## src/shared/bdfm_pkg.sv

```systemverilog
package bdfm_pkg;

  localparam int CLK_MHZ = 250;

  // short filter window 2.5 .. 4.5 us, chosen 3.5 us (in ns)
  localparam int SC_FILT_NS = 3500;
  localparam int SC_FILT_CYC = (SC_FILT_NS * CLK_MHZ) / 1000;
  // enable low to stages off, at most 3.0 us
  localparam int ENA_OFF_NS = 3000;
  localparam int ENA_OFF_CYC = (ENA_OFF_NS * CLK_MHZ) / 1000;
  // enable low pulses up to 1.2 us are ignored for clearing
  localparam int RST0_NS = 1200;
  localparam int RST0_CYC = (RST0_NS * CLK_MHZ + 999) / 1000;
  // enable high time before error logic active, 4 .. 7 us, chosen 5.5 us
  localparam int RST1_NS = 5500;
  localparam int RST1_CYC = (RST1_NS * CLK_MHZ) / 1000;
  // low-side gates forced high within 100 us of start-up, chosen 50 us
  localparam int GL_START_NS = 50000;
  localparam int GL_START_CYC = (GL_START_NS * CLK_MHZ) / 1000;
  // supply filters
  localparam int OV_FILT_NS = 1000;
  localparam int OV_FILT_CYC = (OV_FILT_NS * CLK_MHZ) / 1000;
  localparam int UV_FILT_NS = 1000;
  localparam int UV_FILT_CYC = (UV_FILT_NS * CLK_MHZ) / 1000;

  typedef enum logic [2:0] {
    BDFM_SLEEP   = 3'b000,
    BDFM_START   = 3'b001,
    BDFM_NORMAL  = 3'b010,
    BDFM_SC_ERR  = 3'b011,
    BDFM_UV_OFF  = 3'b100
  } bdfm_mode_type;

endpackage

```

## src/core/bdfm_fault_monitor.sv

```systemverilog
`timescale 1ns/100ps
`default_nettype none

module bdfm_fault_monitor
  import bdfm_pkg::*;
#(
  parameter int PHASES      = 2,
  parameter int DT_CYC      = 100,
  parameter int BLANK_CYC   = 250,
  parameter int GL_START    = GL_START_CYC
) (
  input  wire logic              clk_i,
  input  wire logic              reset_i,
  input  wire logic              run_input_i,
  input  wire logic [PHASES-1:0] hs_cmd_i,
  input  wire logic [PHASES-1:0] ls_cmd_i,
  input  wire logic [PHASES-1:0] hs_over_level_i,
  input  wire logic [PHASES-1:0] ls_over_level_i,
  input  wire logic              short_level_pin_open_i,
  input  wire logic              supply_over_i,
  input  wire logic              drain_high_sense_over_i,
  input  wire logic              supply_under_i,
  output logic [PHASES-1:0]      hs_gate_o,
  output logic [PHASES-1:0]      low_side_gate_out_o,
  output logic                   fault_n_o,
  output logic                   supply_low_lockout_o,
  output logic                   regulator_en_o
);

  localparam int CW = 16;
  localparam int GW = $clog2(GL_START + 1) + 1;

  initial begin
    if (PHASES < 1 || DT_CYC < 1 || BLANK_CYC < 1 || GL_START < 1 || GL_START >= 2**GW)
      $error("bdfm_fault_monitor: bad parameter");
    if (DT_CYC + BLANK_CYC >= 2**CW)
      $error("bdfm_fault_monitor: timing too long");
    if (RST0_CYC >= ENA_OFF_CYC || RST0_CYC >= RST1_CYC)
      $error("bdfm_fault_monitor: enable timing inconsistent");
    if (SC_FILT_CYC < 1 || SC_FILT_CYC >= 2**CW || RST1_CYC >= 2**CW)
      $error("bdfm_fault_monitor: short filter or arm time too long");
    if (ENA_OFF_CYC < 2 || ENA_OFF_CYC >= 2**CW)
      $error("bdfm_fault_monitor: enable off time out of range");
    if (OV_FILT_CYC >= 2**CW || UV_FILT_CYC >= 2**CW)
      $error("bdfm_fault_monitor: supply filter too long");
  end

  ////////////////////////////////////////////////////////////////////////////
  // enable pin timing

  logic [CW-1:0] low_cnt_q, low_cnt_d;
  logic [CW-1:0] high_cnt_q, high_cnt_d;
  logic          clr_pend_q, clr_pend_d;
  logic          run_q, run_d;
  logic          ena_off;
  logic          err_active;

  always_comb begin
    run_d      = run_input_i;
    low_cnt_d  = low_cnt_q;
    high_cnt_d = high_cnt_q;
    clr_pend_d = clr_pend_q;
    if (!run_input_i) begin
      high_cnt_d = '0;
      if (low_cnt_q != CW'(ENA_OFF_CYC))
        low_cnt_d = low_cnt_q + CW'(1);
      if (low_cnt_q >= CW'(RST0_CYC))
        clr_pend_d = 1'b1;
    end else begin
      low_cnt_d = '0;
      if (high_cnt_q != CW'(RST1_CYC))
        high_cnt_d = high_cnt_q + CW'(1);
      if (!run_q)
        clr_pend_d = 1'b0;
    end
  end

  // one cycle early so the registered gates meet the limit
  assign ena_off    = !run_input_i && (low_cnt_q >= CW'(ENA_OFF_CYC - 1));
  assign err_active = run_input_i && (high_cnt_q == CW'(RST1_CYC));

  always_ff @(posedge clk_i or posedge reset_i) begin
    if (reset_i) begin
      low_cnt_q  <= '0;
      high_cnt_q <= '0;
      clr_pend_q <= 1'b0;
      run_q      <= 1'b0;
    end else begin
      low_cnt_q  <= low_cnt_d;
      high_cnt_q <= high_cnt_d;
      clr_pend_q <= clr_pend_d;
      run_q      <= run_d;
    end
  end

  ////////////////////////////////////////////////////////////////////////////
  // per phase dead time, blanking and shared short filter

  logic [PHASES-1:0] sc_hit;
  logic              outputs_on;

  genvar p;
  generate
    for (p = 0; p < PHASES; p++) begin : g_ph
      logic [CW-1:0] hs_t_q, hs_t_d, ls_t_q, ls_t_d;
      logic [CW-1:0] filt_q, filt_d;
      logic          hs_eval, ls_eval, up, on;

      always_comb begin
        hs_t_d = '0;
        ls_t_d = '0;
        if (hs_gate_o[p] && hs_t_q != CW'(DT_CYC + BLANK_CYC))
          hs_t_d = hs_t_q + CW'(1);
        else if (hs_gate_o[p])
          hs_t_d = hs_t_q;
        if (low_side_gate_out_o[p] && ls_t_q != CW'(DT_CYC + BLANK_CYC))
          ls_t_d = ls_t_q + CW'(1);
        else if (low_side_gate_out_o[p])
          ls_t_d = ls_t_q;
        hs_eval = hs_gate_o[p] && hs_t_q == CW'(DT_CYC + BLANK_CYC);
        ls_eval = low_side_gate_out_o[p] && ls_t_q == CW'(DT_CYC + BLANK_CYC);
        up      = (hs_eval && hs_over_level_i[p]) || (ls_eval && ls_over_level_i[p]);
        on      = hs_gate_o[p] || low_side_gate_out_o[p];
        // holds while the error logic is still arming
        filt_d  = filt_q;
        if (up && err_active && filt_q != CW'(SC_FILT_CYC))
          filt_d = filt_q + CW'(1);
        else if ((!up || !on) && filt_q != '0)
          filt_d = filt_q - CW'(1);
      end

      assign sc_hit[p] = (filt_q == CW'(SC_FILT_CYC));

      always_ff @(posedge clk_i or posedge reset_i) begin
        if (reset_i) begin
          hs_t_q <= '0;
          ls_t_q <= '0;
          filt_q <= '0;
        end else begin
          hs_t_q <= hs_t_d;
          ls_t_q <= ls_t_d;
          filt_q <= filt_d;
        end
      end
    end
  endgenerate

  ////////////////////////////////////////////////////////////////////////////
  // mode control and supply filters

  bdfm_mode_type mode_q, mode_d;
  logic [CW-1:0] ov_cnt_q, ov_cnt_d;
  logic [CW-1:0] uv_cnt_q, uv_cnt_d;
  logic [GW-1:0] st_cnt_q, st_cnt_d;
  logic          ov_warn_q, ov_warn_d;
  logic          gl_auto_q, gl_auto_d;
  logic          sc_keep_q, sc_keep_d;
  logic          uv_hit, sc_any;

  assign sc_any = |sc_hit;
  assign uv_hit = (uv_cnt_q == CW'(UV_FILT_CYC));

  always_comb begin
    mode_d    = mode_q;
    st_cnt_d  = st_cnt_q;
    gl_auto_d = gl_auto_q;
    ov_cnt_d  = '0;
    uv_cnt_d  = '0;
    ov_warn_d = ov_warn_q;
    sc_keep_d = sc_keep_q;
    // warning only, the stages keep driving
    if (supply_over_i || drain_high_sense_over_i) begin
      ov_cnt_d = (ov_cnt_q == CW'(OV_FILT_CYC)) ? ov_cnt_q : ov_cnt_q + CW'(1);
      if (ov_cnt_q == CW'(OV_FILT_CYC))
        ov_warn_d = 1'b1;
    end else begin
      ov_warn_d = 1'b0;
    end
    if (supply_under_i)
      uv_cnt_d = uv_hit ? uv_cnt_q : uv_cnt_q + CW'(1);
    case (mode_q)
      BDFM_SLEEP: begin
        if (run_input_i && !run_q) begin
          mode_d    = BDFM_START;
          st_cnt_d  = '0;
          gl_auto_d = 1'b0;
        end
      end
      BDFM_START: begin
        if (st_cnt_q == GW'(GL_START)) begin
          gl_auto_d = 1'b1;
          mode_d    = BDFM_NORMAL;
        end else begin
          st_cnt_d = st_cnt_q + GW'(1);
        end
      end
      BDFM_NORMAL: begin
        if (sc_any)
          mode_d = BDFM_SC_ERR;
      end
      BDFM_SC_ERR: begin
        if (clr_pend_q)
          mode_d = BDFM_NORMAL;
      end
      BDFM_UV_OFF: begin
        if (run_input_i && !run_q && !supply_under_i)
          mode_d = BDFM_START;
        st_cnt_d = '0;
      end
      default: mode_d = BDFM_SLEEP;
    endcase
    if (uv_hit) begin
      mode_d    = BDFM_UV_OFF;
      gl_auto_d = 1'b0;
    end
    if (!run_input_i)
      gl_auto_d = 1'b0;
    // short survives undervoltage; only an enable reset clears it
    if (sc_any)
      sc_keep_d = 1'b1;
    else if (clr_pend_q)
      sc_keep_d = 1'b0;
  end

  always_ff @(posedge clk_i or posedge reset_i) begin
    if (reset_i) begin
      mode_q    <= BDFM_SLEEP;
      ov_cnt_q  <= '0;
      uv_cnt_q  <= '0;
      st_cnt_q  <= '0;
      ov_warn_q <= 1'b0;
      gl_auto_q <= 1'b0;
      sc_keep_q <= 1'b0;
    end else begin
      mode_q    <= mode_d;
      ov_cnt_q  <= ov_cnt_d;
      uv_cnt_q  <= uv_cnt_d;
      st_cnt_q  <= st_cnt_d;
      ov_warn_q <= ov_warn_d;
      gl_auto_q <= gl_auto_d;
      sc_keep_q <= sc_keep_d;
    end
  end

  ////////////////////////////////////////////////////////////////////////////
  // outputs

  logic                sc_latched;
  logic [PHASES-1:0]   hs_d, ls_d;
  logic                fault_n_d;

  assign sc_latched = (mode_q == BDFM_SC_ERR) || sc_any || sc_keep_q;
  assign outputs_on = (mode_q == BDFM_NORMAL) && !sc_latched
                      && !short_level_pin_open_i && !ena_off;

  always_comb begin
    hs_d = outputs_on ? hs_cmd_i : '0;
    ls_d = outputs_on ? (ls_cmd_i | (gl_auto_q ? ~hs_cmd_i : '0)) : '0;
    fault_n_d = !(sc_latched || short_level_pin_open_i || ov_warn_q
                  || mode_q == BDFM_UV_OFF || mode_q != BDFM_NORMAL
                  || !run_input_i);
  end

  always_ff @(posedge clk_i or posedge reset_i) begin
    if (reset_i) begin
      hs_gate_o            <= '0;
      low_side_gate_out_o  <= '0;
      fault_n_o            <= 1'b0;
      supply_low_lockout_o <= 1'b0;
      regulator_en_o       <= 1'b0;
    end else begin
      hs_gate_o            <= hs_d;
      low_side_gate_out_o  <= ls_d;
      fault_n_o            <= fault_n_d;
      // lockout and regulator follow next mode, a cycle ahead of fault
      supply_low_lockout_o <= (mode_d == BDFM_UV_OFF);
      regulator_en_o       <= (mode_d != BDFM_UV_OFF) && (mode_d != BDFM_SLEEP);
    end
  end

endmodule

`default_nettype wire

```

## config.mk

```make
export PLATFORM = sky130hd
export DESIGN_NAME = bdfm_fault_monitor
export DESIGN_NICKNAME = d
export VERILOG_FILES = /design/src/shared/bdfm_pkg.sv /design/src/core/bdfm_fault_monitor.sv
export SDC_FILE = /design/constraint.sdc
export NUM_CORES = 1
export LEC_CHECK = 0
export BUFFER_PORTS_ARGS = -buffer_cell sky130_fd_sc_hd__buf_2
export CAP_MARGIN = 20
export CORE_MARGIN = 2
export CORE_UTILIZATION = 40
export CTS_CLUSTER_SIZE = 16
export DETAILED_ROUTE_END_ITERATION = 10
export GPL_TIMING_DRIVEN = 1
export SLEW_MARGIN = 30
export SYNTH_ARGS = -nofsm -noshare
export SYNTH_HDL_FRONTEND = slang
export SYNTH_SLANG_ARGS = --single-unit
```

## constraint.sdc

```tcl
create_clock -name clk_i -period 7.4 [get_ports clk_i]
set_input_delay 0.37 -clock clk_i [delete_from_list [all_inputs] [get_ports clk_i]]
set_output_delay 0.37 -clock clk_i [all_outputs]
set_load 0.03 [all_outputs]
```

==> flow_summary.yaml <==
sta:
  setup_viol: 0
  worst_pin_slew_ns: 0.792
  timing_hold_violations_final: 0
  fin_setup_tns_ns: 0
  period_share_pct: 57.5
  rsz0062_at_grt: "no"
  holdWs_ns: 0.0748
  slew_headroom_pct: 46.0
  slew_viol_final: 0
  fmax_mhz: 235
  fin_skew_ns: 0.0187
  min_period_ns: 4.25
logic_synthesis:
  synth-compound-area-share_pct: 11.9
  synthSimpleGateAreaFrac_pct: 26.7
  ys_types: 71
  synthAdderAreaFrac_pct: 5.78
  synth_area_um2: 11100
  synth_area_per_cell_um2: 9.53
  synth-xor-area-share_pct: 9.64
  synth.yosys.seq_area_share_pct: 42.9
  syn_inst: 1164
  synthArstFlopShare_pct: 100
  ys.flop_type: "dfrtp_1"
  ys_seq_elements: 190
  synthMuxAreaShare_pct: 0.756
  synth_top_family_by_area: "simple AND/OR/NAND/NOR gates"
  synth_nets: 1229
  synth_edf_count: 0
  ys_warn_count: 0
clock_network:
  numCtsBuffers: 17
  worstSkewPairLatency_ns: 0.44
  cts.clk_slew.worst_paths_ns: 0.08
  htreeDepth: 4
  clockBufferDepth: 2
  ctsHoldBuffers: 0
  cts-resized-gates: 0
  clock-sinks: 190
  postCtsSetupBuffers: 0
  tritoncts: "done"
  root_buffer: "clkbuf_16"
placed_design:
  gp_congestion: 0.809
  dpl.cell_count: 1539
  portBuffers: 21
  dp_hpwl_mm: 15.1
pwr:
  p_leak_nw: 5.38
  switching_power_w: 0.000580
  vdd_drop_max_mv: 0.147
  pwr-share-comb_pct: 6.2
  seqPwrFrac_pct: 51.7
  p_clk_share_pct: 42.1
  total_power_w: 0.00215
  intPower_w: 0.00157
  switching_share_pct: 27.0
  powerDensity_nw_per_um2: 177
global_routing:
  grt_usage_pct: 16.0
  grt_max_degree: 116
  first_global_vias: 8114
  grt_pass1_wl_mm: 38.5
  antenna_found_initial: 0
  overflow: 0
final_layout:
  diodes: 0
  layout_commonest_cell: "dfrtp_1"
  instances_no_fill: 1571
  nNetsFinal: 1251
  fillers: 2623
  drive_gt1_share_pct: 6.76
  area_growth_pct: 9.73
  final_cell_mix: "190 x dfrtp_1, 113 x nand2_1, 86 x nor2_1"
worst_setup_path:
  crit_type: "reg2reg"
  timing.rr.start: "high_cnt_q[0]"
  rrSetupSlack_ns: 3.15
  end_kind: "flip-flop"
  critical_path_arrival_ns: 4.58
  cp-start-kind: "flip-flop"
  reg2regPathDepth: 12
  r2r_end: "g_ph[0].filt_q[14]"
  crit_fanout: 15
  required_ns: 7.73
die:
  start_util_pct: 40.9
  die_w_um: 171
  io_pins: 22
  die_area_um2: 29100
  coreArea_um2: 27100
  rows: 60
  die_h_um: 171
min_path:
  hp-class: "in2async"
drt:
  ant_nets: 0
  drt_first_pass_iters: 4
  vias: 8337
  wirelength_mm: 21.9
  wl_per_cell_um: 13.9
  post-route-drc-count: 0
  via_per_inst: 5.31
  drt-initial-drc-count: 494
flow_run:
  drv_cap: 0
outcome:
  outcome: "finished, final reports clean"
## cells in the mapped netlist, types with 3 or more instances
cell	instances	area, um2
a211o_1	5	43.8
a211oi_1	7	52.6
a21boi_0	14	105
a21o_1	15	113
a21oi_1	41	205
a31oi_1	5	31.3
and2_1	65	407
and3_1	25	156
and4_1	12	105
and4bb_2	4	50.1
buf_4	3	22.5
clkbuf_1	15	56.3
dfrtp_1	190	4750
ha_1	48	601
inv_1	42	158
mux2i_1	5	50.1
nand2_1	113	424
nand2b_1	8	50.1
nand3_1	44	220
nand4_1	56	350
nand4b_1	3	26.3
nor2_1	86	323
nor2b_1	9	56.3
nor3_1	20	100
nor3b_1	9	67.6
nor4_1	8	50.1
nor4b_1	12	105
nor4b_2	4	60.1
o211a_1	5	50.1
o211ai_1	4	30.0
o21a_1	9	67.6
o21ai_0	51	255
o21ai_1	19	95.1
o31ai_1	11	82.6
or2_2	3	18.8
or3_1	29	181
xnor2_1	65	569
xor2_1	57	499
## final cells by class
type / instances / area, um2 / share of cell area, %
Multi-Input combinational cell: 910 / 6070 / 49.9
Tap cell: 372 / 465 / 3.83
Timing Repair Buffer: 24 / 131 / 1.08
Sequential cell: 190 / 4750 / 39.1
Clock buffer: 18 / 429 / 3.53
Clock inverter: 14 / 148 / 1.21
Inverter: 43 / 169 / 1.39
## how the worst max path moves through the flow
stage                        startpoint            endpoint  slack, ns  cells after the start
after floorplan                 reset_i          clr_pend_q       1.86                      1
after global placement      run_input_i  g_ph[0].filt_q[14]       3.10                     11
after detailed placement    run_input_i  g_ph[0].filt_q[14]       2.93                     11
after CTS                 high_cnt_q[0]  g_ph[0].filt_q[14]       3.15                     12
after global routing      high_cnt_q[0]  g_ph[0].filt_q[14]       2.82                     12
final                     high_cnt_q[0]  g_ph[0].filt_q[14]       3.15                     12
## registers in the layout, indices dropped and copies added (netlist names), 3 cells and up
signal       count
g_ph.filt_q     32
g_ph.ls_t_q     32
mode_q           3
uv_cnt_q        16
high_cnt_q      16
g_ph.hs_t_q     32
low_cnt_q       16
ov_cnt_q        16
st_cnt_q        15
## per-stage QoR
step | cell area [um2] | setup slack [ns] | util, %
2_1_floorplan | 11100 | 1.86 | -
3_3_place_gp | 11600 | 3.10 | 42.8
3_5_place_dp | 11600 | 2.93 | 42.8
4_1_cts | 12200 | 3.15 | 44.9
5_1_grt | 12200 | 2.82 | 44.9
6_report | 12200 | 3.15 | 44.9
## routing by layer
| metal | vias up | track usage, % | routed length (um) |
|---|---|---|---|
| met5 | - | 0 | 0 |
| met4 | 0 | 4.27 | 248 |
| li1 | 4208 | - | - |
| met3 | 17 | 2.82 | 460 |
| met2 | 63 | 26.5 | 10200 |
| met1 | 4049 | 21.7 | 11100 |
## power by group through the flow
stage                     clock, W  combinational [W]  sequential (W)
after floorplan                  0           0.000106         0.00112
after global placement           0           0.000135         0.00113
after detailed placement         0           0.000137         0.00113
after CTS                 0.000935           0.000138         0.00111
after global routing      0.000975           0.000156         0.00112
final                     0.000903           0.000134         0.00111
## logic make-up after synthesis
logic type | after synthesis
AOI/OAI and AO/OA | 204
xor gates and xnor gates | 122
buffers and inverters | 64
and+or+nand+nor | 527
muxes | 7
DFF | 190
adders and majority gates | 50
## worst max-delay path, cell delays in order (launching register included)
cell	delay (ns)
dfrtp_1	0.43
ha_1	0.23
nor4b_2	0.25
nand4_2	0.30
a211oi_2	0.42
nand2_1	0.50
fa_1	0.58
a21o_1	0.20
a21oi_1	0.33
o21bai_1	0.15
a211oi_1	0.31
o31ai_1	0.12
o41ai_1	0.32
(Power assumes the default switching activity.)
